### config.mk
export PLATFORM = sky130hd
export DESIGN_NAME = lfatx_regs
export DESIGN_NICKNAME = d
export VERILOG_FILES = /design/src/verilog/lfatx_pkg.sv /design/src/verilog/lfatx_spi_if.sv /design/src/verilog/lfatx_bufmem.sv /design/src/verilog/lfatx_regs.sv /design/src/verilog/lfatx_spi_shift.sv
export VERILOG_INCLUDE_DIRS = /design/src /design/src/verilog
export SDC_FILE = /design/constraint.sdc
export NUM_CORES = 1
export LEC_CHECK = 0
export BUFFER_PORTS_ARGS = -buffer_cell sky130_fd_sc_hd__buf_2
export CORE_MARGIN = 3
export CORE_UTILIZATION = 38
export CTS_CLUSTER_SIZE = 28
export DETAILED_ROUTE_END_ITERATION = 12
export MAX_ROUTING_LAYER = met4
export PLACE_DENSITY = 0.64
export SLEW_MARGIN = 15
export SYNTH_ARGS = -nofsm -noshare
export SYNTH_HDL_FRONTEND = slang
export SYNTH_SLANG_ARGS = --single-unit
### constraint.sdc
create_clock -name mclk -period 14.4 [get_ports mclk]
set_input_delay 1.44 -clock mclk [delete_from_list [all_inputs] [get_ports mclk]]
set_output_delay 1.44 -clock mclk [all_outputs]
set_load 0.03 [all_outputs]
### src/verilog/lfatx_defs.svh
// Purpose: constants of the lf antenna transmit register bank
// Assumes: mclk at 10 MHz
// Notes:   fields are positions inside the 56-bit data word
`ifndef LFATX_DEFS_SVH
`define LFATX_DEFS_SVH
// ==========================================================
// frame layout
`define LFATX_FRAME_W      64
`define LFATX_DATA_W       56
`define LFATX_BIT_COUNT    7'h40
// ==========================================================
// command op codes (bits 6..4 of the command byte)
`define LFATX_OP_NOP       3'h0
`define LFATX_OP_CFG       3'h1
`define LFATX_OP_CSR       3'h2
`define LFATX_OP_BUF1      3'h3
`define LFATX_OP_BUF2      3'h4
`define LFATX_OP_START     3'h5
// ==========================================================
// drive configuration fields
`define LFATX_F_CLKDIV     55:54
`define LFATX_F_BAUD       53
`define LFATX_F_OUTMODE    52:37
`define LFATX_F_FIRST_DATA_AMPLITUDE      36:32
`define LFATX_F_SECOND_DATA_AMPLITUDE      31:27
`define LFATX_F_DGAIN      26:23
`define LFATX_F_G2START    22:17
`define LFATX_F_G2BITS     16:10
`define LFATX_F_DSTART     9:4
`define LFATX_F_DLEN       3:2
`define LFATX_F_SENDMODE   1
`define LFATX_F_SLEEP      0
`define LFATX_DSTART_MIN   6'h02
`define LFATX_CFG_RESET    56'hE0001B6C800023
// ==========================================================
// measurement control fields
`define LFATX_F_TIMER1     55:47
`define LFATX_F_TIMER2     45:37
`define LFATX_F_TRIG1      35
`define LFATX_F_TRIG2      34
`define LFATX_F_SEL1       33:31
`define LFATX_F_SEL2       30:28
`define LFATX_F_CSR_RW     55:28
`define LFATX_CSR_RESET    28'h0080201
// low five timer bits and selectors, as positions inside the 28 stored csr bits
`define LFATX_CSR_TIMER1   23:19
`define LFATX_CSR_TIMER2   13:9
`define LFATX_CSR_SEL1     5:3
`define LFATX_CSR_SEL2     2:0
// ==========================================================
// timing
`define LFATX_CLK_HZ       10000000
`define LFATX_BAUD_SLOW_CHZ 837000
`define LFATX_BAUD_FAST_CHZ 1675000
`define LFATX_TMR_BASE_PS10 23286
`define LFATX_TMR_STEP_PS10 46572
`define LFATX_PERIOD_PS10  10000
`endif

### src/verilog/lfatx_pkg.sv
// Purpose: shared types of the lf antenna transmit register bank
// Assumes: nothing
// Notes:   constants live in lfatx_defs.svh
`default_nettype none
package lfatx_pkg;
  typedef enum logic [1:0] {LFATX_IDLE, LFATX_SEND1, LFATX_SEND2}
    lfatx_mode_t;
  typedef logic [55:0] lfatx_word_t;
endpackage
`default_nettype wire

### src/verilog/lfatx_spi_if.sv
// Purpose: frame hand-off between spi shifter and register core
// Assumes: one clock domain (mclk)
// Notes:   frame_valid and cs_fall are one-cycle pulses
`default_nettype none
interface lfatx_spi_if;
  logic [63:0] frame;
  logic        frame_valid;
  logic        cs_fall;
  logic [63:0] resp;
  modport shifter (output frame, output frame_valid, output cs_fall,
                   input resp);
  modport core    (input frame, input frame_valid, input cs_fall,
                   output resp);
endinterface
`default_nettype wire

### src/verilog/lfatx_bufmem.sv
// Purpose: two transmit data words with registered read ports
// Assumes: one write per cycle
// Notes:   both words clear at reset
`include "lfatx_defs.svh"
`default_nettype none
module lfatx_bufmem (
  input  wire logic                 mclk,
  input  wire logic                 resetn,
  input  wire logic                 we,
  input  wire logic                 waddr,
  input  wire lfatx_pkg::lfatx_word_t wdata,
  input  wire logic                 raddr_a,
  output lfatx_pkg::lfatx_word_t    rdata_a,
  input  wire logic                 raddr_b,
  output lfatx_pkg::lfatx_word_t    rdata_b
);
  import lfatx_pkg::*;
  lfatx_word_t mem_reg [2];
  lfatx_word_t mem_next [2];
  lfatx_word_t rda_next;
  lfatx_word_t rdb_next;
  // ==========================================================
  // write and read selection
  always_comb begin
    mem_next[0] = mem_reg[0];
    mem_next[1] = mem_reg[1];
    if (we) begin
      mem_next[waddr] = wdata;
    end
    rda_next = mem_reg[raddr_a];
    rdb_next = mem_reg[raddr_b];
  end
  always_ff @(posedge mclk or negedge resetn) begin
    if (!resetn) begin
      mem_reg[0] <= '0;
      mem_reg[1] <= '0;
      rdata_a    <= '0;
      rdata_b    <= '0;
    end else begin
      mem_reg[0] <= mem_next[0];
      mem_reg[1] <= mem_next[1];
      rdata_a    <= rda_next;
      rdata_b    <= rdb_next;
    end
  end
endmodule // lfatx_bufmem
`default_nettype wire

### src/verilog/lfatx_regs.sv
// Purpose: configuration, measurement and buffer registers
// Assumes: tx_buffer_done comes from mclk logic
// Notes:   loads happen at the ncs rising edge of a full frame
// Notes on behaviour
// - 64-bit shift, two 56-bit buffers, zeroed
// - clock division code: none, 2, 4, 8
// - baud bit: 8.37 or 16.75 kHz
// - two-bit drive mode per output
// - first gain code plus one volts
// - second gain same encoding, default 01101
// - destroy gain 32 over 2^(15-code)
// - bytes before switching to second gain
// - bits sent with second gain
// - destroy length one to four bits
// - auto start on buffer one, else command
// - sleep tri-states all outputs, default sleep
// - timer one delay base plus code steps
// - timer two same delay encoding
// - trigger one picks rising or falling edges
// - trigger two picks rising or falling edges
// - selector picks output for measurement one
// - op codes load cfg, csr, buffers
// - only the inactive buffer reloads
`include "lfatx_defs.svh"
`default_nettype none
module lfatx_regs (
  input  wire logic   mclk,
  input  wire logic   resetn,
  input  wire logic   spi_ncs,
  input  wire logic   spi_sclk,
  input  wire logic   spi_sdi,
  output logic        spi_sdo_out,
  output logic        spi_sdo_oe,
  input  wire logic   tx_buffer_done,
  output logic        div_tick,
  output logic        bit_tick,
  output logic        tx_busy,
  output logic        tx_active_sel,
  output lfatx_pkg::lfatx_word_t tx_word,
  output logic [15:0] out_mode,
  output logic [7:0]  out_en,
  output logic [4:0]  first_data_amplitude,
  output logic [4:0]  second_data_amplitude,
  output logic [3:0]  destroy_amplitude,
  output logic [5:0]  second_data_amplitude_start_bytes,
  output logic [6:0]  second_data_amplitude_bit_count,
  output logic [5:0]  destroy_start_bits,
  output logic [2:0]  destroy_len_bits,
  output logic [7:0]  meas1_delay_cycles,
  output logic [7:0]  meas2_delay_cycles,
  output logic        meas1_falling,
  output logic        meas2_falling,
  output logic [2:0]  meas1_output,
  output logic [2:0]  meas2_output
);
  import lfatx_pkg::*;
  localparam int BAUD_SLOW_CYC =
    (`LFATX_CLK_HZ * 100) / `LFATX_BAUD_SLOW_CHZ;
  localparam int BAUD_FAST_CYC =
    (`LFATX_CLK_HZ * 100) / `LFATX_BAUD_FAST_CHZ;

  // delay code to whole mclk cycles, rounded down
  function automatic logic [7:0] timer_cycles(input logic [4:0] code);
    int t;
    t = (`LFATX_TMR_BASE_PS10 + int'(code) * `LFATX_TMR_STEP_PS10)
        / `LFATX_PERIOD_PS10;
    return t[7:0];
  endfunction

  // ==========================================================
  // spi shifter and buffer memory
  lfatx_spi_if sbus ();
  lfatx_word_t rd_a, rd_b;
  logic        mem_we, mem_waddr;
  lfatx_spi_shift u_shift (
    .mclk        (mclk),
    .resetn      (resetn),
    .spi_ncs     (spi_ncs),
    .spi_sclk    (spi_sclk),
    .spi_sdi     (spi_sdi),
    .spi_sdo_out (spi_sdo_out),
    .spi_sdo_oe  (spi_sdo_oe),
    .bus         (sbus.shifter)
  );
  logic [7:0]  cmd_last_reg, cmd_last_next;
  lfatx_bufmem u_mem (
    .mclk    (mclk),
    .resetn  (resetn),
    .we      (mem_we),
    .waddr   (mem_waddr),
    .wdata   (sbus.frame[55:0]),
    .raddr_a (cmd_last_reg[6:4] == `LFATX_OP_BUF2),
    .rdata_a (rd_a),
    .raddr_b (tx_active_sel),
    .rdata_b (rd_b)
  );

  // ==========================================================
  // command decode
  logic [2:0] op;
  logic       cfg_we, csr_we, start_cmd;
  assign op        = sbus.frame[62:60];
  assign cfg_we    = sbus.frame_valid & (op == `LFATX_OP_CFG);
  assign csr_we    = sbus.frame_valid & (op == `LFATX_OP_CSR);
  assign start_cmd = sbus.frame_valid & (op == `LFATX_OP_START);

  // ==========================================================
  // configuration and measurement registers
  lfatx_word_t cfg_reg, cfg_next;
  logic [27:0] csr_reg, csr_next;
  always_comb begin
    cfg_next      = cfg_reg;
    csr_next      = csr_reg;
    cmd_last_next = cmd_last_reg;
    if (sbus.frame_valid) begin
      cmd_last_next = sbus.frame[63:56];
    end
    if (cfg_we) begin
      cfg_next = sbus.frame[55:0];
      if (sbus.frame[`LFATX_F_DSTART] < `LFATX_DSTART_MIN) begin
        cfg_next[`LFATX_F_DSTART] = `LFATX_DSTART_MIN;
      end
    end
    if (csr_we) begin
      csr_next = sbus.frame[`LFATX_F_CSR_RW];
    end
  end
  always_ff @(posedge mclk or negedge resetn) begin
    if (!resetn) begin
      cfg_reg      <= `LFATX_CFG_RESET;
      csr_reg      <= `LFATX_CSR_RESET;
      cmd_last_reg <= 8'h00;
    end else begin
      cfg_reg      <= cfg_next;
      csr_reg      <= csr_next;
      cmd_last_reg <= cmd_last_next;
    end
  end

  // ==========================================================
  // transmit sequencing and buffer ownership
  lfatx_mode_t mode_reg, mode_next;
  logic [1:0]  full_reg, full_next;
  logic        wr_buf1, wr_buf2, buf_wr_ok;
  assign wr_buf1 = sbus.frame_valid & (op == `LFATX_OP_BUF1);
  assign wr_buf2 = sbus.frame_valid & (op == `LFATX_OP_BUF2);
  assign tx_busy = (mode_reg != LFATX_IDLE);
  assign tx_active_sel = (mode_reg == LFATX_SEND2);
  assign mem_waddr = wr_buf2;
  assign buf_wr_ok = !(tx_busy && (mem_waddr == tx_active_sel));
  assign mem_we    = (wr_buf1 | wr_buf2) & buf_wr_ok;
  always_comb begin
    mode_next = mode_reg;
    full_next = full_reg;
    if (mem_we) begin
      full_next[mem_waddr] = 1'b1;
    end
    case (mode_reg)
      LFATX_IDLE: begin
        if (cfg_reg[`LFATX_F_SENDMODE] && wr_buf1) begin
          mode_next = LFATX_SEND1;
        end else if (start_cmd && full_reg[0]) begin
          mode_next = LFATX_SEND1;
        end
      end
      LFATX_SEND1: begin
        if (tx_buffer_done) begin
          full_next[0] = mem_we & ~mem_waddr;
          mode_next = full_next[1] ? LFATX_SEND2 : LFATX_IDLE;
        end
      end
      LFATX_SEND2: begin
        if (tx_buffer_done) begin
          full_next[1] = mem_we & mem_waddr;
          mode_next = full_next[0] ? LFATX_SEND1 : LFATX_IDLE;
        end
      end
      default: begin
        mode_next = LFATX_IDLE;
      end
    endcase
  end
  always_ff @(posedge mclk or negedge resetn) begin
    if (!resetn) begin
      mode_reg <= LFATX_IDLE;
      full_reg <= 2'h0;
    end else begin
      mode_reg <= mode_next;
      full_reg <= full_next;
    end
  end

  // ==========================================================
  // clock divider and baud rate ticks
  logic [2:0]  div_cnt_reg, div_cnt_next;
  logic [10:0] baud_cnt_reg, baud_cnt_next;
  logic [2:0]  div_last;
  logic [10:0] baud_last;
  logic        div_tick_next, bit_tick_next;
  // divide by 1, 2, 4 or 8
  assign div_last  = 3'((4'h1 << cfg_reg[`LFATX_F_CLKDIV]) - 4'h1);
  assign baud_last = cfg_reg[`LFATX_F_BAUD] ?
                     11'(BAUD_FAST_CYC - 1) : 11'(BAUD_SLOW_CYC - 1);
  always_comb begin
    div_cnt_next  = div_cnt_reg + 3'h1;
    baud_cnt_next = baud_cnt_reg + 11'h001;
    div_tick_next = 1'b0;
    bit_tick_next = 1'b0;
    // restart on a new configuration so no stale count lingers
    if (cfg_we || div_cnt_reg >= div_last) begin
      div_cnt_next  = 3'h0;
      div_tick_next = !cfg_we;
    end
    if (cfg_we || !tx_busy || baud_cnt_reg >= baud_last) begin
      baud_cnt_next = 11'h000;
      bit_tick_next = tx_busy && !cfg_we;
    end
  end
  always_ff @(posedge mclk or negedge resetn) begin
    if (!resetn) begin
      div_cnt_reg  <= 3'h0;
      baud_cnt_reg <= 11'h000;
      div_tick     <= 1'b0;
      bit_tick     <= 1'b0;
    end else begin
      div_cnt_reg  <= div_cnt_next;
      baud_cnt_reg <= baud_cnt_next;
      div_tick     <= div_tick_next;
      bit_tick     <= bit_tick_next;
    end
  end

  // ==========================================================
  // field outputs; timer delays and tx_word registered, the rest direct
  logic [7:0] m1_next, m2_next;
  assign m1_next = timer_cycles(csr_reg[`LFATX_CSR_TIMER1]);
  assign m2_next = timer_cycles(csr_reg[`LFATX_CSR_TIMER2]);
  always_ff @(posedge mclk or negedge resetn) begin
    if (!resetn) begin
      meas1_delay_cycles <= 8'h00;
      meas2_delay_cycles <= 8'h00;
      tx_word            <= '0;
    end else begin
      meas1_delay_cycles <= m1_next;
      meas2_delay_cycles <= m2_next;
      tx_word            <= rd_b;
    end
  end
  assign out_mode = cfg_reg[`LFATX_F_OUTMODE];
  assign out_en = cfg_reg[`LFATX_F_SLEEP] ? 8'h00 : 8'hFF;
  assign first_data_amplitude  = cfg_reg[`LFATX_F_FIRST_DATA_AMPLITUDE];
  assign second_data_amplitude = cfg_reg[`LFATX_F_SECOND_DATA_AMPLITUDE];
  assign destroy_amplitude     = cfg_reg[`LFATX_F_DGAIN];
  assign second_data_amplitude_start_bytes  = cfg_reg[`LFATX_F_G2START];
  assign second_data_amplitude_bit_count    = cfg_reg[`LFATX_F_G2BITS];
  assign destroy_start_bits = cfg_reg[`LFATX_F_DSTART];
  assign destroy_len_bits   = {1'b0, cfg_reg[`LFATX_F_DLEN]} + 3'h1;
  assign meas1_falling = csr_reg[`LFATX_F_TRIG1 - 28];
  assign meas2_falling = csr_reg[`LFATX_F_TRIG2 - 28];
  assign meas1_output  = csr_reg[`LFATX_CSR_SEL1];
  assign meas2_output  = csr_reg[`LFATX_CSR_SEL2];

  // ==========================================================
  // response word for the next frame
  lfatx_word_t csr_image, resp_data;
  assign csr_image = {csr_reg, 2'b00, tx_busy, tx_active_sel,
                      cfg_reg[`LFATX_F_SLEEP], 23'h0};
  always_comb begin
    resp_data = csr_image;
    if (!cmd_last_reg[7]) begin
      case (cmd_last_reg[6:4])
        `LFATX_OP_NOP:  resp_data = '0;
        `LFATX_OP_CFG:  resp_data = cfg_reg;
        `LFATX_OP_BUF1: resp_data = rd_a;
        `LFATX_OP_BUF2: resp_data = rd_a;
        default:        resp_data = csr_image;
      endcase
    end
  end
  assign sbus.resp = {cmd_last_reg, resp_data};
endmodule // lfatx_regs
`default_nettype wire

### src/verilog/lfatx_spi_shift.sv
// Purpose: 64-bit spi shift register, slave side
// Assumes: sclk low when ncs falls; pins are asynchronous
// Notes:   frames of other than 64 bits are dropped
`include "lfatx_defs.svh"
`default_nettype none
module lfatx_spi_shift (
  input  wire logic   mclk,
  input  wire logic   resetn,
  input  wire logic   spi_ncs,
  input  wire logic   spi_sclk,
  input  wire logic   spi_sdi,
  output logic        spi_sdo_out,
  output logic        spi_sdo_oe,
  lfatx_spi_if.shifter bus
);
  import lfatx_pkg::*;
  logic [2:0]  s1_reg, s2_reg, s3_reg;
  logic [2:0]  s2_next;
  logic [63:0] sr_reg, sr_next;
  logic [6:0]  cnt_reg, cnt_next;
  logic        sdo_reg, sdo_next;
  logic        ncs_fall, ncs_rise, sck_rise, sck_fall;
  // ==========================================================
  // edges from the second and third sync stages only
  assign s2_next  = s1_reg;
  assign ncs_fall = s3_reg[2] & ~s2_reg[2];
  assign ncs_rise = ~s3_reg[2] & s2_reg[2];
  assign sck_rise = ~s2_reg[2] & ~s3_reg[1] & s2_reg[1];
  assign sck_fall = ~s2_reg[2] & s3_reg[1] & ~s2_reg[1];
  always_comb begin
    sr_next  = sr_reg;
    cnt_next = cnt_reg;
    sdo_next = sdo_reg;
    if (ncs_fall) begin
      sr_next  = bus.resp;
      cnt_next = '0;
      sdo_next = bus.resp[63];
    end else if (sck_rise) begin
      sdo_next = sr_reg[63];
    end else if (sck_fall) begin
      sr_next  = {sr_reg[62:0], s2_reg[0]};
      cnt_next = cnt_reg + 7'h01;
    end
  end
  // pins pass two flops before any logic
  always_ff @(posedge mclk or negedge resetn) begin
    if (!resetn) begin
      s1_reg  <= 3'h4;
      s2_reg  <= 3'h4;
      s3_reg  <= 3'h4;
      sr_reg  <= '0;
      cnt_reg <= '0;
      sdo_reg <= 1'b0;
    end else begin
      s1_reg  <= {spi_ncs, spi_sclk, spi_sdi};
      s2_reg  <= s2_next;
      s3_reg  <= s2_reg;
      sr_reg  <= sr_next;
      cnt_reg <= cnt_next;
      sdo_reg <= sdo_next;
    end
  end
  assign bus.frame       = sr_reg;
  assign bus.frame_valid = ncs_rise & (cnt_reg == `LFATX_BIT_COUNT);
  assign bus.cs_fall     = ncs_fall;
  assign spi_sdo_out     = sdo_reg;
  assign spi_sdo_oe      = ~s3_reg[2];
endmodule // lfatx_spi_shift
`default_nettype wire
Word-level counts from Yosys, hierarchy flattened
Cells that the tools add are included.
{ "word_totals": {"elab_cells": 144, "output_inout_bits": 146, "ff_bits": 489} }
{ "classes": {"n_bitwise": 25, "n_mul": 2, "n_eq_ne": 16, "mux": 40, "shift": 1, "n_lt_le_gt_ge": 9, "n_reduce_logical": 20, "div_mod_pow": 2, "add_sub_neg": 7} }
{ "op_table": {"columns": ["operator", "count"], "rows": [
  ["$mux 56", 8],
  ["$mux 64", 3],
  ["$pmux 56 s3", 1],
  ["$bwmux 112", 1],
  ["$div 32x15->32 const B", 2],
  ["$demux 56 s1", 1],
  ["$add 15x21->22 const A", 2],
  ["$mul 5x14->19 const B", 2],
  ["$mux 11", 2],
  ["$mux 7", 3],
  ["$and 1x1->1", 15],
  ["$mux 2", 6],
  ["$add 11x1->11 const B", 1],
  ["$ge 11x11->1", 1],
  ["$mux 1", 10],
  ["$eq 3x2->1 const B", 3],
  ["$eq 3x3->1 const B", 3],
  ["$mux 8", 1],
  ["$add 7x1->7 const B", 1],
  ["$eq 7x7->1 const B", 1],
  ["$eq 3x1->1 const B", 2],
  ["$ge 2x2->1 const B", 3],
  ["$logic_and 1x1->1", 6],
  ["$lt 6x2->1 const B", 1],
  ["29 further kinds", 43]
]} }

Longest topological paths before layout
Gate-level depths: netlist (run 1).
{ "depth": {"word_depth": 13, "depth_mapped": 41, "mapped_depth_nobuf": 37} }

Cells and area by module
A second synthesis (run 1) with hierarchy kept.
{ "unflattened": {"hier_cells": 2804, "area_unflattened_um2": 28930.2} }
{ "modules_own_cells": {"columns": ["mod", "n_inst", "seq_area_each_um2", "area_per_inst_um2", "cells_each"], "rows": [
  ["lfatx_regs", 1, 4626.9, 17073.9, 2056],
  ["lfatx_bufmem", 1, 5605.4, 8451.9, 474],
  ["lfatx_spi_shift", 1, 2005.7, 3404.5, 274]
]} }

Worst setup path after synthesis (run 1)
Ideal clock, no wire load.
{ "synth_timing": {"path_kind": "reg2reg", "start": "register csr_reg[22]", "end": "register meas1_delay_cycles[0]", "setup_slack_ps": 4876, "arrival_time_ps": 9384, "required_ps": 14261, "period_less_slack_ps": 9524, "path_stages_with_launch": 38, "cell_sequence": "dfrtp_1 > inv_1 > ha_1 > fa_1 > fa_1 > inv_1 > ha_1 > buf_6 > o21a_4 > o2bb2ai_2 > or3_1 > o211ai_2 > or3_1 > buf_2 > a211oi_4 > or4b_1 > and3_4 > o311ai_4 > [2 not listed] > nand2b_1 > a32o_1 > a31oi_2 > inv_2 > nor3b_1 > o31a_4 > o21ai_4 > mux2_4 > a22o_1 > xor2_1 > nand3_2 > o21ai_4 > o211ai_2 > xnor2_1 > a211o_1 > or4_1 > a2bb2oi_1 > o221ai_1"} }
{ "synth_between": {"elab_chain_len": 3} }
{ "synth_rtl": {"columns": ["element", "line", "source"], "rows": [
  ["start: declaration", "lfatx_regs.sv:110", "logic [27:0] csr_reg, csr_next;"],
  ["start signal: assignment", "lfatx_regs.sv:131", "csr_reg <= `LFATX_CSR_RESET;"],
  ["start signal: assignment", "lfatx_regs.sv:135", "csr_reg <= csr_next;"],
  ["$mul 5x14->19 (no source line)", null, null],
  ["$add 15x21->22 (no source line)", null, null],
  ["$div 32x15->32 (no source line)", null, null],
  ["named net m1_next[0]", "lfatx_regs.sv:235", "logic [7:0] m1_next, m2_next;"],
  ["end signal: assignment", "lfatx_regs.sv:244", "meas1_delay_cycles <= m1_next;"],
  ["end: declaration", "lfatx_regs.sv:49", "output logic [7:0] meas1_delay_cycles,"]
]} }
The timed path passes the listed nets, and every way through them passes these cells.
A chain may end at the register's enable or synchronous reset.

Final worst setup path (run 1)
Same ends and word-level chain as after synthesis.

==> results of run 1 <==
power by group through the flow:
stage | logic (mW) | clock network (mW) | registers (mW)
after floorplan | 0.0518 | 0 | 1.41
after global placement | 0.103 | 0 | 1.42
after detailed placement | 0.104 | 0 | 1.42
after CTS | 0.104 | 1.50 | 1.39
after global routing | 0.111 | 1.55 | 1.39
final | 0.0998 | 1.46 | 1.39
final cells by class:
class | instances | share of cell area
clock buffer | 79 | 0.0498
inverter | 102 | 0.0121
timing repair buffer | 175 | 0.0297
sequential | 488 | 0.384
tap | 969 | 0.0380
clock inverter | 23 | 0.0101
antenna | 1 | 0.0000785
multi-input combinational | 1991 | 0.476
metal layers:
metal	GRT usage	share of wire
met5	-	0
met4	0.0494	0.024
met3	0.0354	0.055
met2	0.306	0.47
met1	0.244	0.45
worst max-delay path: cells and delay by family (launching register included):
kind / cells / cell delay, ns
fa+ha+maj: 4 / 1.90
flops: 1 / 0.49
mux: 1 / 0.38
buf+inv: 4 / 0.54
xor+xnor: 2 / 0.57
simple gates: 10 / 3.47
compound gates: 15 / 3.73
cell families (layout without fill, tap and decap cells):
| kind of cell | Yosys count | count (layout) | synth area share |
|---|---|---|---|
| XOR/XNOR | 113 | 113 | 0.0356 |
| other | 0 | 1 | 0 |
| adder cells (fa/ha/maj) | 118 | 118 | 0.0586 |
| AO/OA/AOI/OAI | 668 | 668 | 0.177 |
| multiplexers | 335 | 335 | 0.129 |
| AND/OR/NAND/NOR | 757 | 757 | 0.126 |
| buffers and inverters | 275 | 379 | 0.0461 |
| flip-flops | 488 | 488 | 0.427 |
how the worst max path moves through the flow:
stage | from | slack [ns] | endpoint
after floorplan | csr_reg[22] | 4.88 | meas1_delay_cycles[0]
after global placement | csr_reg[22] | 3.37 | meas1_delay_cycles[0]
after detailed placement | csr_reg[22] | 3.35 | meas1_delay_cycles[0]
after CTS | csr_reg[22] | 3.21 | meas1_delay_cycles[0]
after global routing | csr_reg[22] | 2.19 | meas1_delay_cycles[0]
final | csr_reg[22] | 3.13 | meas1_delay_cycles[0]
synth_stat cells (13+ instances only):
cell type / count / area, um2
a211o_1: 14 / 123
a211oi_1: 28 / 210
a21o_1: 18 / 135
a21oi_1: 82 / 410
a22oi_1: 62 / 465
a31oi_1: 22 / 138
and2_1: 23 / 144
and3_1: 18 / 113
buf_1: 13 / 48.8
buf_4: 69 / 518
clkbuf_1: 79 / 297
dfrtp_1: 467 / 11700
dfstp_2: 21 / 552
fa_1: 28 / 561
ha_1: 87 / 1090
inv_1: 94 / 353
mux2_2: 252 / 2840
mux2i_1: 75 / 751
nand2_1: 340 / 1280
nand2b_1: 17 / 106
nand3_1: 45 / 225
nand4_1: 17 / 106
nor2_1: 122 / 458
nor2b_1: 17 / 106
nor3_1: 54 / 270
nor4_1: 17 / 106
o211ai_1: 56 / 420
o21a_1: 15 / 113
o21ai_0: 123 / 616
o21ai_1: 15 / 75.1
o22ai_1: 39 / 244
o31ai_1: 20 / 150
or3_1: 20 / 125
xnor2_1: 70 / 613
xor2_1: 39 / 342
stage by stage:
step / power, mW / cells / utilization
after floorplan: 1.46 / 2754 / -
after global placement: 1.52 / 3725 / 0.402
after detailed placement: 1.52 / 3725 / 0.402
after CTS: 2.99 / 3827 / 0.427
after global routing: 3.06 / 3828 / 0.427
final: 2.95 / 3828 / 0.427
cell usage in the layout, fill, tap and decap left out, types with 28 or more instances in the layout:
master	instances
o21ai_0	123
clkbuf_16	54
ha_1	87
buf_2	150
inv_1	94
o211ai_1	56
o22ai_1	39
a21oi_1	82
nor3_1	50
a22oi_1	62
mux2_2	252
dfrtp_1	467
nand3_1	45
mux2i_1	75
xor2_1	39
nand2_1	340
nor2_1	121
xnor2_1	70
fa_1	28
==> qor.yml, run 1 <==
place:
  dp_slack_ns: 3.35
  gp_congestion: 0.916
  dpl.hpwl_um: 49300
  io_buffers: 151
  placed_area_mm2: 0.0300
finish:
  fillers: 7136
  ff_latch_area_mm2: 0.0122
  area_growth_pct: 11.2
  multi_input_area_mm2: 0.0152
  stdcell_area_mm2: 0.0319
  largest_reg_flops: 112
  fin_nets: 2933
  drive_above_1_share: 0.237
routing:
  postRouteAntennaNets: 0
  wl_um: 73200
  drt_iter0_markers: 1530
  dr.pass1.iters: 6
  vias: 21268
  vias_per_cell: 5.56
  wl_per_cell_um: 19.1
  drc_errors: 0
yosys:
  netlist_area_mm2: 0.0287
  synth_edf_count: 0
  syn_inst: 2754
  ys_ff_latch: 488
  yosys_warnings: 0
  synth_cell_types: 136
  ys_seq_area_frac: 0.427
  synth.net_count: 2875
  ys.flop_type: "dfrtp_1"
  syn_area_per_cell_um2: 10.4
  async_flop_share: 1.00
floorplan:
  ios: 152
  fp.coreArea_mm2: 0.0746
  start_util: 0.384
  num_rows: 100
  die_h_um: 281
  fp.dieW_um: 281
  dieArea_mm2: 0.0788
critical_path:
  endpoint_kind: "flip-flop"
  r2r-end: "meas1_delay_cycles[0]"
  timing.reg2reg.setup_slack_ns: 3.13
  cp_data_required_time_ns: 14.84
  worstPathArrival_ns: 11.71
  slowest_stage: "ha_1"
  max_stage_delay_ns: 0.53
  reg2reg_from: "csr_reg[22]"
  worst-setup-path-type: "reg2reg"
  critical_path.max_fanout: 11
  r2r_cells: 36
  start_kind: "flip-flop"
sta:
  period_share: 0.783
  slew_viol_final: 0
  max_freq_mhz: 88.7
  setup_violations: 0
  skew_ns: 0.0673
  fin_ws_ns: 3.13
  final_hold_viol_count: 0
  worst_slew_pin_slew_ns: 1.11
  slew_headroom: 0.260
  layout_min_cycle_time_ns: 11.27
  tns_ns: 0
  rsz0062_at_grt: "no"
  worst_hold_slack_ns: 0.295
power_and_ir_drop:
  swShare: 0.231
  switching_power_mw: 0.681
  powerDensity_mw_per_mm2: 92.5
  combPwrFrac: 0.034
  peakVddDrop_v: 0.000117
  power_frac_seq: 0.472
  p_int_mw: 2.27
  p_leak_nw: 15.1
  clkPwrFrac: 0.494
run_status:
  status: "complete, no violations"
clocking:
  clock_latency_ns: 0.64
  clock_sinks: 488
  cts_inserted_buffers: 54
  h-tree-depth: 2
  cts_setup_buffers: 0
  clk_path_buf_depth: 3
  cts_hold_buffers: 0
  cts_resized: 0
  clk_pin_slew_worst_paths_ns: 0.06
  cts_tree: "built"
  cts-root-buf: "clkbuf_16"
worst_hold_path:
  min_to: "tx_word[44]"
  worst_hold_path.num_cells: 0
  hold_path.startpoint: "u_mem.rdata_b[44]"
  holdCritPathClass: "reg2reg"
grt:
  grt_max_degree: 119
  grt_usage: 0.189
  grt_overflow: 0
  grt_pass1_vias: 21024
  antenna_found_initial: 1
  grt_first_pass_wirelength_um: 117000
job:
  maxCapViolations: 0
(Power assumes the default switching activity.)
==> inputs of run 2 (changes only) <==
==> constraint.sdc (replaced) <==
create_clock -name mclk -period 11.48 [get_ports mclk]
set_input_delay 1.148 -clock mclk [delete_from_list [all_inputs] [get_ports mclk]]
set_output_delay 1.148 -clock mclk [all_outputs]
set_load 0.03 [all_outputs]
==> run 2 against run 1 <==
Sequential power is 26% higher. Sequential share of layout area shrank 0.057 points. Routed wire length shrank 0.68%. Global-route usage grew 0.066 points. Critical path type unchanged. Clock power up 21%. Flip-flop and latch count stayed put.
==> qor.yml, run 2 (synthesized netlist as in run 1, its figures left out) <==
run_status:
  status: "complete, no violations"
grt:
  grt_first_pass_wirelength_um: 118000  # +0.51%
  grt_pass1_vias: 21195  # +0.81%
  grt_overflow: 0  # unchanged
  antenna_found_initial: 1  # unchanged
  grt_usage: 0.189  # +0.000664
  grt_max_degree: 167  # +40%
finish:
  final_common_cell: "dfrtp_1"
  fin_nets: 2941  # +0.27%
  utilization: 0.428  # +0.000637
  layoutNonFillerInstCount: 3834  # +0.16%
  area_growth_pct: 11.3
  largest_reg_flops: 112  # unchanged
  drive_above_1_share: 0.239  # +0.00230
  fillers: 7141  # +0.070%
  layout_common_cells: "dfrtp_1 (467), nand2_1 (340), mux2_2 (252)"
routing:
  wl_per_cell_um: 19.0  # -0.84%
  wl_um: 72700  # -0.68%
  postRouteAntennaNets: 0  # unchanged
  dr.pass1.iters: 5  # -1
  vias_per_cell: 5.55  # -0.10%
  drc_errors: 0  # unchanged
  drt_iter0_markers: 1483  # -3.1%
  vias: 21279  # +0.052%
critical_path:
  crit_buf_inv: 2  # -2
  slowest_stage: "or4_4"
  r2r_cells: 34  # -5.6%
  timing.reg2reg.setup_slack_ns: 0.72  # -2.40 ns
  start_kind: "flip-flop"
  path_depth: 34  # -5.6%
  endpoint_kind: "flip-flop"
  endpoint: "meas1_delay_cycles[0]"
  r2r-end: "meas1_delay_cycles[0]"
  worstPathArrival_ns: 11.20  # -0.51 ns
  crit_path_start: "csr_reg[22]"
  critical_path.max_fanout: 10  # -1
  reg2reg_from: "csr_reg[22]"
  worst-setup-path-type: "reg2reg"
  max_stage_delay_ns: 0.54  # about the same
  crit_family: "compound AO/OA/AOI/OAI gates"
  cp_data_required_time_ns: 11.92  # -2.92 ns
power_and_ir_drop:
  p_leak_nw: 15.1  # +0.14%
  powerDensity_mw_per_mm2: 114  # +23%
  combPwrFrac: 0.034  # about the same
  switching_power_mw: 0.846  # +24%
  peakVddDrop_v: 0.000131  # +12%
  power_frac_seq: 0.479  # +0.007
  clkPwrFrac: 0.487  # -0.007
  swShare: 0.232  # +0.000889
  p_int_mw: 2.80  # +24%
sta:
  max_freq_mhz: 93.0  # +4.8%
  period_share: 0.937  # +0.154
  setup_violations: 0  # unchanged
  skew_ns: 0.0701  # +0.00281 ns
  slew_viol_final: 0  # unchanged
  final_hold_viol_count: 0  # unchanged
  slew_headroom: 0.257  # -0.00395
  layout_min_cycle_time_ns: 10.76  # -0.517 ns
  worst_hold_slack_ns: 0.346  # +0.0512 ns
  worst_slew_pin_slew_ns: 1.12  # +0.00861 ns
clocking:
  cts_inserted_buffers: 55  # +1.9%
  clk_pin_slew_worst_paths_ns: 0.06  # about the same
  cts-root-buf: "clkbuf_16"
  cts_tree: "built"
  clock_latency_ns: 0.64  # about the same
  h-tree-depth: 2  # unchanged
  cts_hold_buffers: 0  # unchanged
  clock_sinks: 488  # unchanged
  clk_path_buf_depth: 3  # unchanged
floorplan:
  fp.dieW_um: 281  # unchanged
  fp.coreArea_mm2: 0.0746  # unchanged
  ios: 152  # unchanged
  start_util: 0.384  # unchanged
  num_rows: 100  # unchanged
  dieArea_mm2: 0.0788  # unchanged
  die_h_um: 281  # unchanged
job:
  maxCapViolations: 0  # unchanged
place:
  dpl.hpwl_um: 49200  # -0.32%
  placed_cells: 3728  # +0.081%
  io_buffers: 151  # unchanged
  gp_congestion: 0.902  # -1.5%
worst_hold_path:
  holdCritPathClass: "reg2reg"
==> run 2: final cells by class <==
cell class	instances	area, um2	area share
inverter	102	385	0.0121
timing repair buffer	182	1010	0.0317
tap	969	1210	0.0380
antenna	1	2.50	0.0000784
multi-input combinational	1991	15200	0.477
clock inverter	19	274	0.00859
clock buffer	82	1560	0.0488
sequential	488	12200	0.383
==> run 2: per-layer routing <==
metal	up-vias	GRT usage	part of all wire	wire length [um]
li1	10131	-	-	-
met1	10602	0.247	0.45	33100
met2	459	0.312	0.49	35300
met3	87	0.0328	0.044	3180
met5	-	-	0	0
met4	0	0.0375	0.016	1190
==> run 2: worst register-to-register path, delay by kind of cell (launching register included) <==
| kind | cells | cell delay (ns) |
|---|---|---|
| adders and majority gates | 4 | 1.82 |
| AOI/OAI and AO/OA | 17 | 4.75 |
| xor gates and xnor gates | 2 | 0.43 |
| buffers and inverters | 2 | 0.18 |
| and+or+nand+nor | 7 | 2.21 |
| DFF | 1 | 0.47 |
| muxes | 2 | 0.73 |
==> run 2: power groups by stage <==
stage	Sequential [mW]	Clock [mW]	Combinational, mW
2_1_floorplan	1.77	0	0.0649
3_3_place_gp	1.78	0	0.128
3_5_place_dp	1.78	0	0.131
4_1_cts	1.74	1.83	0.131
5_1_grt	1.75	1.90	0.141
6_report	1.75	1.77	0.125
==> run 2: per-stage QoR <==
step / instance area, um2 / total power, mW / setup WS, ns / setup TNS (ns)
6_report: 31900 / 3.64 / 0.723 / 0
5_1_grt: 31900 / 3.78 / -0.00391 / -0.00391
4_1_cts: 31800 / 3.71 / 0.254 / 0
3_5_place_dp: 30000 / 1.91 / 0.378 / 0
3_3_place_gp: 30000 / 1.90 / 0.479 / 0
2_1_floorplan: 28700 / 1.84 / 1.96 / 0
==> run 2: worst min-delay path by stage <==
stage                 startpoint           to  slack (ns)  cells past startpoint
2_1_floorplan   u_mem.rdata_b[0]   tx_word[0]        0.33                      0
3_3_place_gp   u_mem.rdata_b[42]  tx_word[42]        0.33                      0
3_5_place_dp   u_mem.rdata_b[26]  tx_word[26]        0.33                      0
4_1_cts        u_mem.rdata_b[35]  tx_word[35]        0.35                      0
5_1_grt        u_mem.rdata_b[21]  tx_word[21]        0.35                      0
6_report       u_mem.rdata_b[35]  tx_word[35]        0.35                      0
==> run 2: repair_timing <==
item	in CTS	in global routing
endpoints found under the setup margin	0	3
buffers inserted	0	4
resized for setup	0	11
hold endpoints to repair	0	0
